### src/rtl/fldrv_cfg.svh
// offsets, reset values, bus addresses and timing of the flash driver
// configuration bank; included by the register bank design file only
`ifndef FLDRV_CFG_SVH
`define FLDRV_CFG_SVH

`define FLD_OFS_INFO 8'h00
`define FLD_OFS_UNUSED 8'h01
`define FLD_OFS_PINTIM 8'h02
`define FLD_OFS_CUR 8'h03
`define FLD_OFS_MODE 8'h04

`define FLD_ADDR_WR 8'h60
`define FLD_ADDR_RD 8'h61

`define FLD_RST_PINTIM 8'h0F
`define FLD_RST_CUR 8'h73
`define FLD_RST_MODE 8'hA4

`define FLD_BITS_BYTE 4'h8

// flash timer step and core clock rate
`define FLD_STEP_MS 100
`define FLD_CLK_MHZ 100
`define FLD_STEP_CYC (`FLD_STEP_MS * 1000 * `FLD_CLK_MHZ)

`endif

### src/rtl/fldrv_pkg.sv
// types of the flash driver configuration bank
// uses none of the macros in fldrv_cfg.svh
package fldrv_pkg;

	typedef enum logic [1:0] {
		FLDRV_P2_HIZ = 2'h0,
		FLDRV_P2_IND = 2'h1,
		FLDRV_P2_TXM = 2'h2,
		FLDRV_P2_ADC = 2'h3
	} fldrv_p2fn_t;

	typedef enum logic [1:0] {
		FLDRV_P1_HIZ = 2'h0,
		FLDRV_P1_TORCH = 2'h1,
		FLDRV_P1_TXM = 2'h2,
		FLDRV_P1_RSVD = 2'h3
	} fldrv_p1fn_t;

	typedef enum logic [1:0] {
		FLDRV_STANDBY = 2'h0,
		FLDRV_BOOST5 = 2'h1,
		FLDRV_ASSIST = 2'h2,
		FLDRV_FLASH = 2'h3
	} fldrv_led_t;

	typedef struct packed {
		fldrv_p2fn_t pinTwoFunctionSelect;
		fldrv_p1fn_t pinOneFunctionSelect;
		logic [3:0] flashDurationCode;
	} fldrv_pintim_t;

	typedef struct packed {
		logic [4:0] flashCurrentCode;
		logic [2:0] torchCurrentCode;
	} fldrv_cur_t;

	typedef struct packed {
		logic [1:0] peakCurrentLimitCode;
		logic strobeLevelSense;
		logic switchingFoldbackAllow;
		logic outputEnable;
		logic strobeSourceSelect;
		fldrv_led_t ledOperatingSelect;
	} fldrv_mode_t;

	typedef struct packed {
		fldrv_pintim_t pinTim;
		fldrv_cur_t cur;
		fldrv_mode_t mode;
	} fldrv_cfg_t;

	typedef enum logic [8:0] {
		FLDRV_IDLE = 9'h001,
		FLDRV_ADDR = 9'h002,
		FLDRV_AACK = 9'h004,
		FLDRV_SUB = 9'h008,
		FLDRV_SACK = 9'h010,
		FLDRV_WDAT = 9'h020,
		FLDRV_WACK = 9'h040,
		FLDRV_RDAT = 9'h080,
		FLDRV_MACK = 9'h100
	} fldrv_st_t;

endpackage : fldrv_pkg

### src/rtl/fldrv_regs.sv
// flash driver configuration bank behind a two-wire serial slave
// assumes scl, sda, strobe and enable pins are asynchronous;
// critFault and faultClear come from logic on core_clk
`timescale 1ns/100ps
`include "fldrv_cfg.svh"

// Operation
// - read-only information byte at offset zero
// - bit seven is msb, sent first
// - pin two function select field
// - pin one function select field
// - flash duration is code plus one steps
// - flash current code field
// - torch current code field
// - peak current limit field, default two
// - strobe level or edge sensing bit
// - switching foldback allow bit
// - output enable bit, default off
// - software strobe fires on enable in flash
// - led operating select field
// - answers address 0x60 write, 0x61 read
// - critical fault clears output enable
// - enable pin rise restores all defaults
// - level strobe beyond timer flags timeout
module fldrv_regs #(
	parameter int STEP_CYC = `FLD_STEP_CYC,
	// arbitrary value, not a real part code
	parameter logic [7:0] DESIGN_INFO = 8'h5A
) (
	input wire logic core_clk,
	input wire logic rst_b,
	input wire logic scl,
	input wire logic sdaIn,
	output logic sdaOut,
	output logic sdaOeB,
	input wire logic strobePin,
	input wire logic enablePin,
	input wire logic critFault,
	input wire logic faultClear,
	output fldrv_pkg::fldrv_cfg_t cfg,
	output logic flashFire,
	output logic timeoutFault
);
	import fldrv_pkg::*;

	logic sclS, sdaS, strbS, enS;
	logic sclP_q, sdaP_q, enP_q, strbP_q, enPrev_q;
	fldrv_st_t st_q, st_d;
	logic [3:0] bc_q, bc_d;
	logic [7:0] sh_q, sh_d;
	logic [7:0] ptr_q, ptr_d;
	logic drvB_q, drvB_d, rw_q, rw_d, mack_q, mack_d;
	fldrv_pintim_t pt_q, pt_d;
	fldrv_cur_t cu_q, cu_d;
	fldrv_mode_t md_q, md_d;
	logic [7:0] rdByte;
	logic wrHit, sclR, sclF, startC, stopC, enRise;
	logic [31:0] cnt_q, cnt_d;
	logic [3:0] idx_q, idx_d;
	logic tmoAct, tmoHit, fire_q, fire_d, tmo_q, tmo_d;

	fldrv_sync uSyncScl (.core_clk(core_clk), .rst_b(rst_b),
		.din(scl), .dout(sclS));
	fldrv_sync uSyncSda (.core_clk(core_clk), .rst_b(rst_b),
		.din(sdaIn), .dout(sdaS));
	fldrv_sync uSyncStrb (.core_clk(core_clk), .rst_b(rst_b),
		.din(strobePin), .dout(strbS));
	fldrv_sync uSyncEn (.core_clk(core_clk), .rst_b(rst_b),
		.din(enablePin), .dout(enS));

	assign sclR = sclS & ~sclP_q;
	assign sclF = ~sclS & sclP_q;
	assign startC = sclS & sclP_q & sdaP_q & ~sdaS;
	assign stopC = sclS & sclP_q & ~sdaP_q & sdaS;
	assign enRise = enS & ~enP_q;

	always_comb begin
		case (ptr_q)
			`FLD_OFS_INFO: rdByte = DESIGN_INFO;
			`FLD_OFS_PINTIM: rdByte = pt_q;
			`FLD_OFS_CUR: rdByte = cu_q;
			`FLD_OFS_MODE: rdByte = md_q;
			default: rdByte = 8'h00;
		endcase
	end

	always_comb begin
		st_d = st_q;
		bc_d = bc_q;
		sh_d = sh_q;
		ptr_d = ptr_q;
		drvB_d = drvB_q;
		rw_d = rw_q;
		mack_d = mack_q;
		pt_d = pt_q;
		cu_d = cu_q;
		md_d = md_q;
		wrHit = 1'b0;
		if (startC) begin
			st_d = FLDRV_ADDR;
			bc_d = 4'h0;
			drvB_d = 1'b1;
		end else if (stopC) begin
			st_d = FLDRV_IDLE;
			drvB_d = 1'b1;
		end else begin
			case (st_q)
				FLDRV_IDLE: begin
					drvB_d = 1'b1;
				end
				FLDRV_ADDR, FLDRV_SUB, FLDRV_WDAT: begin
					if (sclR) begin
						sh_d = {sh_q[6:0], sdaS};
						bc_d = bc_q + 4'h1;
					end else if (sclF && bc_q == `FLD_BITS_BYTE) begin
						bc_d = 4'h0;
						if (st_q == FLDRV_ADDR) begin
							if (sh_q == `FLD_ADDR_WR || sh_q == `FLD_ADDR_RD) begin
								st_d = FLDRV_AACK;
								drvB_d = 1'b0;
								rw_d = sh_q[0];
							end else begin
								st_d = FLDRV_IDLE;
							end
						end else if (st_q == FLDRV_SUB) begin
							ptr_d = sh_q;
							st_d = FLDRV_SACK;
							drvB_d = 1'b0;
						end else begin
							wrHit = 1'b1;
							st_d = FLDRV_WACK;
							drvB_d = 1'b0;
						end
					end
				end
				FLDRV_AACK, FLDRV_SACK, FLDRV_WACK: begin
					if (sclF) begin
						drvB_d = 1'b1;
						if (st_q == FLDRV_AACK && rw_q) begin
							st_d = FLDRV_RDAT;
							sh_d = {rdByte[6:0], 1'b0};
							drvB_d = rdByte[7];
						end else if (st_q == FLDRV_AACK) begin
							st_d = FLDRV_SUB;
						end else if (st_q == FLDRV_SACK) begin
							st_d = FLDRV_WDAT;
						end else begin
							// one register per transfer
							st_d = FLDRV_IDLE;
						end
					end
				end
				FLDRV_RDAT: begin
					if (sclR) begin
						bc_d = bc_q + 4'h1;
					end else if (sclF) begin
						if (bc_q == `FLD_BITS_BYTE) begin
							st_d = FLDRV_MACK;
							drvB_d = 1'b1;
							bc_d = 4'h0;
						end else begin
							drvB_d = sh_q[7];
							sh_d = {sh_q[6:0], 1'b0};
						end
					end
				end
				FLDRV_MACK: begin
					if (sclR) begin
						mack_d = ~sdaS;
					end else if (sclF) begin
						// an acked read repeats the same register
						if (mack_q) begin
							st_d = FLDRV_RDAT;
							sh_d = {rdByte[6:0], 1'b0};
							drvB_d = rdByte[7];
						end else begin
							st_d = FLDRV_IDLE;
						end
					end
				end
				default: begin
					st_d = FLDRV_IDLE;
					drvB_d = 1'b1;
				end
			endcase
		end
		if (wrHit) begin
			case (ptr_q)
				`FLD_OFS_PINTIM: pt_d = fldrv_pintim_t'(sh_q);
				`FLD_OFS_CUR: cu_d = fldrv_cur_t'(sh_q);
				`FLD_OFS_MODE: md_d = fldrv_mode_t'(sh_q);
				default: begin
				end
			endcase
		end
		if (critFault || tmoHit) begin
			md_d.outputEnable = 1'b0;
		end
		if (enRise) begin
			pt_d = fldrv_pintim_t'(`FLD_RST_PINTIM);
			cu_d = fldrv_cur_t'(`FLD_RST_CUR);
			md_d = fldrv_mode_t'(`FLD_RST_MODE);
		end
	end

	always_ff @(posedge core_clk) begin
		if (!rst_b) begin
			st_q <= FLDRV_IDLE;
			bc_q <= 4'h0;
			sh_q <= 8'h00;
			ptr_q <= 8'h00;
			drvB_q <= 1'b1;
			rw_q <= 1'b0;
			mack_q <= 1'b0;
			pt_q <= fldrv_pintim_t'(`FLD_RST_PINTIM);
			cu_q <= fldrv_cur_t'(`FLD_RST_CUR);
			md_q <= fldrv_mode_t'(`FLD_RST_MODE);
			sclP_q <= 1'b1;
			sdaP_q <= 1'b1;
			enP_q <= 1'b1;
		end else begin
			st_q <= st_d;
			bc_q <= bc_d;
			sh_q <= sh_d;
			ptr_q <= ptr_d;
			drvB_q <= drvB_d;
			rw_q <= rw_d;
			mack_q <= mack_d;
			pt_q <= pt_d;
			cu_q <= cu_d;
			md_q <= md_d;
			sclP_q <= sclS;
			sdaP_q <= sdaS;
			enP_q <= enS;
		end
	end

	// level strobe from host, timeout only when level sensed
	assign tmoAct = md_q.strobeSourceSelect & md_q.strobeLevelSense &
		md_q.outputEnable & strbS;
	assign tmoHit = tmoAct && idx_q == pt_q.flashDurationCode &&
		cnt_q == 32'(STEP_CYC - 1);

	always_comb begin
		cnt_d = 32'h0;
		idx_d = 4'h0;
		if (tmoAct && cnt_q == 32'(STEP_CYC - 1)) begin
			idx_d = idx_q + 4'h1;
		end else if (tmoAct) begin
			cnt_d = cnt_q + 32'h1;
			idx_d = idx_q;
		end
		fire_d = md_q.ledOperatingSelect == FLDRV_FLASH &&
			md_q.outputEnable &&
			((!md_q.strobeSourceSelect && !enPrev_q) ||
			(md_q.strobeSourceSelect && strbS && !strbP_q));
		tmo_d = tmoHit | (tmo_q & ~faultClear);
	end

	always_ff @(posedge core_clk) begin
		if (!rst_b) begin
			cnt_q <= 32'h0;
			idx_q <= 4'h0;
			fire_q <= 1'b0;
			tmo_q <= 1'b0;
			enPrev_q <= 1'b0;
			strbP_q <= 1'b1;
		end else begin
			cnt_q <= cnt_d;
			idx_q <= idx_d;
			fire_q <= fire_d;
			tmo_q <= tmo_d;
			enPrev_q <= md_q.outputEnable;
			strbP_q <= strbS;
		end
	end

	// open drain: only ever pulls low
	assign sdaOut = 1'b0;
	assign sdaOeB = drvB_q;
	assign cfg = {pt_q, cu_q, md_q};
	assign flashFire = fire_q;
	assign timeoutFault = tmo_q;
endmodule : fldrv_regs

### src/rtl/fldrv_sync.sv
// three-flop input synchroniser with agreement filter
// assumes din is asynchronous to core_clk
`timescale 1ns/100ps
module fldrv_sync (
	input wire logic core_clk,
	input wire logic rst_b,
	input wire logic din,
	output logic dout
);
	logic s1_q;
	logic s2_q;
	logic s3_q;
	logic out_q;
	logic out_d;

	// only a change seen by both later stages counts
	always_comb begin
		out_d = (s2_q == s3_q) ? s3_q : out_q;
	end

	always_ff @(posedge core_clk) begin
		if (!rst_b) begin
			s1_q <= 1'b1;
			s2_q <= 1'b1;
			s3_q <= 1'b1;
			out_q <= 1'b1;
		end else begin
			s1_q <= din;
			s2_q <= s1_q;
			s3_q <= s2_q;
			out_q <= out_d;
		end
	end

	assign dout = out_q;
endmodule : fldrv_sync
### config.mk
export PLATFORM = sky130hd
export DESIGN_NAME = fldrv_regs
export DESIGN_NICKNAME = d
export VERILOG_FILES = /design/src/rtl/fldrv_pkg.sv /design/src/rtl/fldrv_regs.sv /design/src/rtl/fldrv_sync.sv
export VERILOG_INCLUDE_DIRS = /design/src /design/src/rtl
export SDC_FILE = /design/constraint.sdc
export NUM_CORES = 1
export LEC_CHECK = 0
export ABC_CLOCK_PERIOD_IN_PS = 2300
export BUFFER_PORTS_ARGS = -buffer_cell sky130_fd_sc_hd__clkbuf_2
export CAP_MARGIN = 20
export CORE_ASPECT_RATIO = 0.6
export CORE_MARGIN = 2
export CORE_UTILIZATION = 54
export DETAILED_ROUTE_END_ITERATION = 16
export PLACE_DENSITY_LB_ADDON = 0.05
export REMOVE_ABC_BUFFERS = 1
export SYNTH_ARGS = -nofsm -noshare
export SYNTH_HDL_FRONTEND = slang
export SYNTH_SLANG_ARGS = --single-unit
### constraint.sdc
create_clock -name core_clk -period 2.3 [get_ports core_clk]
set_input_delay 0.115 -clock core_clk [delete_from_list [all_inputs] [get_ports core_clk]]
set_output_delay 0.115 -clock core_clk [all_outputs]
set_load 0.01 [all_outputs]
Word-level counts from Yosys, hierarchy flattened --
Index checks and enable logic that the tools add are counted. Widths: inputs -> output; s select.
Word-level totals: register bits after elaboration 115, bits of input ports 8, output and inout bits 28, logic and storage cells 215
Operators by class: equality and inequality tests 48, add/subtract/negate cells 3, multiplexer cells 57, bitwise gates (word level) 26, reductions and logical operators 37
Operator list (count):
- $mux 8 | 11
- $mux 9 | 9
- $pmux 8 s4 | 2
- $pmux 9 s5 | 1
- $add 32x1->32 const B | 1
- $eq 32x24->1 const B | 1
- $ne 4x4->1 const B | 8
- $mux 4 | 7
- $reduce_and 9->1 | 3
- $ne 2x2->1 const B | 12
- $mux 1 | 19
- $eq 8x2->1 const B | 2
- $eq 8x7->1 const B | 2
- $ne 3x3->1 const B | 5
- $reduce_or 3->1 | 5
- $reduce_and 7->1 | 2
- $not 1->1 | 13
- $and 1x1->1 | 12
- $mux 6 | 2
- $reduce_and 12->1 | 1
- $logic_and 1x1->1 | 10
- $eq 9x1->1 const B | 1
- $eq 9x2->1 const B | 1
- $eq 9x3->1 const B | 1
- other kinds (28) | 40

Longest topological paths before layout --
depth in word-level cells 9, gate-level depth with buffers 10, depth with buffers taken out 8

Hierarchy --
From an unflattened synthesis, not the netlist that was laid out.
Unflattened totals: cell total of the unflattened synthesis 639, area total of the unflattened synthesis 5411.4 um^2
By module, submodules not included:
- fldrv_regs | cells an instance 599, sequential area each 1981.9 um^2, times used 1, area an instance 4961.0 um^2
- fldrv_sync | cells an instance 10, sequential area each 80.1 um^2, times used 4, area an instance 112.6 um^2

Least setup slack after synthesis --
OpenSTA, ideal clock, no wires.
path kind reg-to-reg, start register bc_q[0], end register md_q (netlist bit cfg[3]), arrival 2088 ps, setup slack 120 ps, setup time 92 ps, clock period less this slack 2180 ps, path buffers 1, cell stages (with the launch flop) 10, required time 2208 ps, path through dfxtp_1 -> inv_1 -> ha_1 -> nand3b_1 -> a2111oi_1 -> nand4_1 -> nand3b_1 -> clkbuf_1 -> mux2i_1 -> nor4_1
On the way: word-level cells in the longest chain between the ends 8
RTL lines:
- from (decl) | line fldrv_regs.sv:49 | logic [3:0] bc_q, bc_d;
- from (signal assigned) | line fldrv_regs.sv:209 | bc_q <= 4'h0;
- from (signal assigned) | line fldrv_regs.sv:223 | bc_q <= bc_d;
- $eq 4x4->1 (no source line)
- $logic_and 1x1->1 (no source line)
- $mux 1 | line fldrv_regs.sv:115 | end else if (sclF && bc_q == `FLD_BITS_BYTE) begin
- $mux 1 | line fldrv_regs.sv:112 | if (sclR) begin
- $mux 1 | line fldrv_regs.sv:107 | case (st_q)
- $mux 1 | line fldrv_regs.sv:103 | end else if (stopC) begin
- $mux 1 | line fldrv_regs.sv:99 | if (startC) begin
- $reduce_and 2->1 (no source line)
- to (signal assigned) | line fldrv_regs.sv:217 | md_q <= fldrv_mode_t'(`FLD_RST_MODE);
- to (signal assigned) | line fldrv_regs.sv:231 | md_q <= md_d;
- to (decl) | line fldrv_regs.sv:55 | fldrv_mode_t md_q, md_d;
No other way between the ends. A chain may end at the register's enable or synchronous reset.

Worst setup path after layout --
start register st_q[1], end register drvB_q (netlist: sdaOeB)
On the way: word-level cells in the longest chain between the ends 5, elaborated cells on any way between the ends 27, those cells by class eq/ne: 17; mux: 6; reduce/logical: 4
RTL lines:
- from (decl) | line fldrv_regs.sv:48 | fldrv_st_t st_q, st_d;
- from (signal assigned) | line fldrv_regs.sv:222 | st_q <= st_d;
- $eq 9x2->1 / $eq 9x3->1 (equally long branches) | line fldrv_regs.sv:107, fldrv_regs.sv:117, fldrv_regs.sv:139
- $mux 1 / $logic_and 1x1->1 (equally long branches) | line fldrv_regs.sv:117, fldrv_regs.sv:139
- $mux 1 (on tied branches) | line fldrv_regs.sv:115, fldrv_regs.sv:139
- $mux 1 (on tied branches) | line fldrv_regs.sv:112, fldrv_regs.sv:137
- $pmux 1 s4 | line fldrv_regs.sv:107
- to (signal assigned) | line fldrv_regs.sv:226 | drvB_q <= drvB_d;
- to (decl) | line fldrv_regs.sv:52 | logic drvB_q, drvB_d, rw_q, rw_d, mack_q, mack_d;
Several ways; a longest one is shown, not always the timed one. The select of a mux whose other input is x is not followed.

==> flow_metrics.py <==
metrics = {
    "sta": {
        "period_share_pct": 96.8,
        "slew_violations": 0,
        "max_freq_mhz": 449,
        "rsz0062_at_grt": "false",
        "skew_ns": 0.0109,
        "worst_hold_slack_ns": 0.0194,
        "period_minus_slack_ns": 2.23,
        "hold_viol_final": 0,
        "setup_violations": 0,
        "tightest_slew_ns": 0.735,
        "maxSlewHeadroom_pct": 50.6,
    },
    "layout": {
        "stdcell_count": 834,
        "antenna_cells": 0,
        "syn_to_final_growth_pct": 24.5,
        "nFillCells": 789,
        "nets": 701,
        "drive_gt1_share_pct": 21.2,
    },
    "global_routing": {
        "grt_max_degree": 31,
        "grt_overflow": 0,
        "grt_pass1_wl_mm": 23.0,
        "grt_pass1_vias": 4325,
        "track_usage_pct": 27.5,
        "grt_antenna_before_repair": 0,
    },
    "pwr": {
        "pwr-share-clk_pct": 49.4,
        "ir_worst_vdd_uv": 674,
        "p_int_w": 0.00401,
        "combPwrFrac_pct": 11.5,
        "swShare_pct": 25.4,
        "switchingPower_w": 0.00137,
        "leakagePower_nw": 2.68,
        "pwr_density_cell_mw_per_mm2": 801,
        "power_frac_seq_pct": 39.1,
    },
    "floorplanning": {
        "rows": 28,
        "io_pins": 36,
        "start_util_pct": 55.2,
        "die-area_mm2": 0.0108,
        "die_h_um": 81.4,
        "fp.dieW_um": 133,
        "coreArea_mm2": 0.00977,
    },
    "cts": {
        "cts_root_buffer": "clkbuf_16",
        "htree_levels": 4,
        "numCtsBuffers": 17,
        "insertion_delay_ns": 0.41,
        "clk_pin_slew_worst_paths_ns": 0.05,
        "cts.path.max_buffers": 2,
        "clkSinkCount": 115,
        "cts_tree": "yes",
    },
    "drt": {
        "routed_wl_mm": 14.2,
        "drt_iter0_markers": 512,
        "dr_total_vias": 4801,
        "drc": 0,
        "wl_per_cell_um": 17.1,
        "first_pass_iters": 5,
        "via_per_inst": 5.76,
        "drtAntennaViolNets": 0,
    },
    "synth": {
        "avgSynthCellArea_um2": 8.83,
        "ys_types": 67,
        "ys_warn_count": 0,
        "synth_edf_count": 0,
        "yosysMostFrequentCell": "dfxtp_1",
        "ys_seq_area_share_pct": 42.7,
        "async_flop_share_pct": 0,
        "synth_top_area_share_pct": 42.7,
        "synth-main-ff-cell": "dfxtp_1",
        "synth.area.top_cells": "dfxtp_1 (43%), mux2i_1 (6.7%), nor2_1 (5.1%)",
        "syn_area_mm2": 0.00540,
        "yosysTopAreaCell": "dfxtp_1",
        "synthCells": 611,
        "yosys_register_bits": 115,
        "synth.top_cells.by_count": "dfxtp_1 (115), nor2_1 (74), nand2_1 (43), mux2i_1 (36), xor2_1 (31)",
    },
    "critical_path": {
        "r2r_cells": 6,
        "startpoint_type": "flop",
        "slowest_delay_ns": 0.60,
        "worstPathMaxFanout": 7,
        "crit_arrival_ns": 2.50,
        "cp.required_ns": 2.58,
        "crit_type": "reg2reg",
        "end_kind": "flop",
        "crit_chain": "or4_4 -> nor2_2 -> nand4_1 -> a22o_1 -> a2111oi_1 -> mux2i_1",
        "slowest_stage": "or4_4",
    },
    "hold_path": {
        "min_path_cells": 3,
        "hold_path_class": "in2reg",
    },
    "flow_run": {
        "drv_cap": 0,
    },
    "placed_design": {
        "gp_congestion": 0.938,
        "port_buffers": 34,
        "dpl.cell_count": 790,
        "hpwl_mm": 10.3,
    },
    "status": {
        "status": "complete, no violations",
    },
}
-- kinds of logic (layout without fill, tap and decap cells) --
family | Yosys count | after routing | synth area share (%)
adders and majority gates | 7 | 7 | 1.62
other | 1 | 1 | 0.0695
muxes | 38 | 38 | 7.09
AOI/OAI and AO/OA | 104 | 104 | 13.1
DFF | 115 | 115 | 42.7
and+or+nand+nor | 260 | 260 | 25.3
buffers and inverters | 46 | 134 | 3.73
xor gates and xnor gates | 40 | 40 | 6.49
-- routing by layer --
metal | GRT usage [%] | wire (um) | up-vias
li1 | - | - | 2321
met1 | 43.3 | 7370 | 2268
met2 | 36.0 | 5400 | 201
met3 | 7.10 | 1360 | 11
met4 | 7.63 | 109 | 0
met5 | 0 | 0 | -
-- power by group through the flow --
stage / combinational (W) / clock, W / sequential (W)
CTS: 0.000580 / 0.00269 / 0.00210
detailed placement: 0.000566 / 0 / 0.00214
finish: 0.000619 / 0.00266 / 0.00211
floorplan: 0.000329 / 0 / 0.00212
global route: 0.000655 / 0.00278 / 0.00211
global placement: 0.000567 / 0 / 0.00214
-- metrics by stage --
step | total power (W) | setup slack (ns) | instance area (um2) | setup TNS, ns | util, %
2_1_floorplan | 0.00245 | 0.0808 | 5260 | 0 | -
3_3_place_gp | 0.00271 | 0.0607 | 5920 | 0 | 60.5
3_5_place_dp | 0.00271 | -0.0214 | 5920 | -0.0214 | 60.5
4_1_cts | 0.00537 | 0.0151 | 6590 | 0 | 67.4
5_1_grt | 0.00555 | 0.00307 | 6720 | 0 | 68.7
6_report | 0.00539 | 0.0747 | 6720 | 0 | 68.7
-- final cells by class --
cell class                 count  area, um2  share of cell area, %
multi-input combinational    450       2960                   44.1
clock inverter                11        125                   1.86
timing repair buffer          85        598                   8.90
sequential                   115       2320                   34.5
clock buffer                  21        480                   7.15
tap                          135        169                   2.51
inverter                      17       63.8                  0.950
-- sequential cells by signal (all words and copies together), names as in the netlist, 4 cells and up --
register,cells
cnt_q,32
cfg,24
st_q,9
ptr_q,8
sh_q,8
bc_q,4
idx_q,4
-- placed cells by master, fill, tap and decap left out, types with 19 or more instances in the layout --
| master | instances |
|---|---|
| mux2i_1 | 36 |
| nor2_1 | 74 |
| nand3_1 | 24 |
| a21oi_1 | 23 |
| buf_4 | 42 |
| nand2_1 | 43 |
| nor2b_1 | 19 |
| dfxtp_1 | 106 |
| o21ai_0 | 22 |
| clkbuf_2 | 34 |
| xor2_1 | 31 |
-- worst max-delay path, delay by kind of cell, from the launching register on --
kind / cells / cell delay (ns)
AOI/OAI and AO/OA: 2 / 0.66
and+or+nand+nor: 3 / 0.94
DFF: 1 / 0.37
muxes: 1 / 0.11
-- worst paths after layout --
path | slack [ns] | from | endpoint
hold / removal | 0.02 | faultClear | timeoutFault
setup reg to reg | 0.07 | st_q[1] | sdaOeB
hold reg to reg | 0.42 | uSyncScl.s1_q | uSyncScl.s2_q
setup / recovery | 0.07 | st_q[1] | sdaOeB
-- repair_timing --
action / in CTS / in global routing
pin swaps: 0 / 10
endpoints found under the hold margin: 5 / 0
resized for setup: 4 / 27
setup buffers: 0 / 7
endpoints found under the setup margin: 3 / 58
hold buffers: 5 / 0
(Power assumes the default switching activity.)
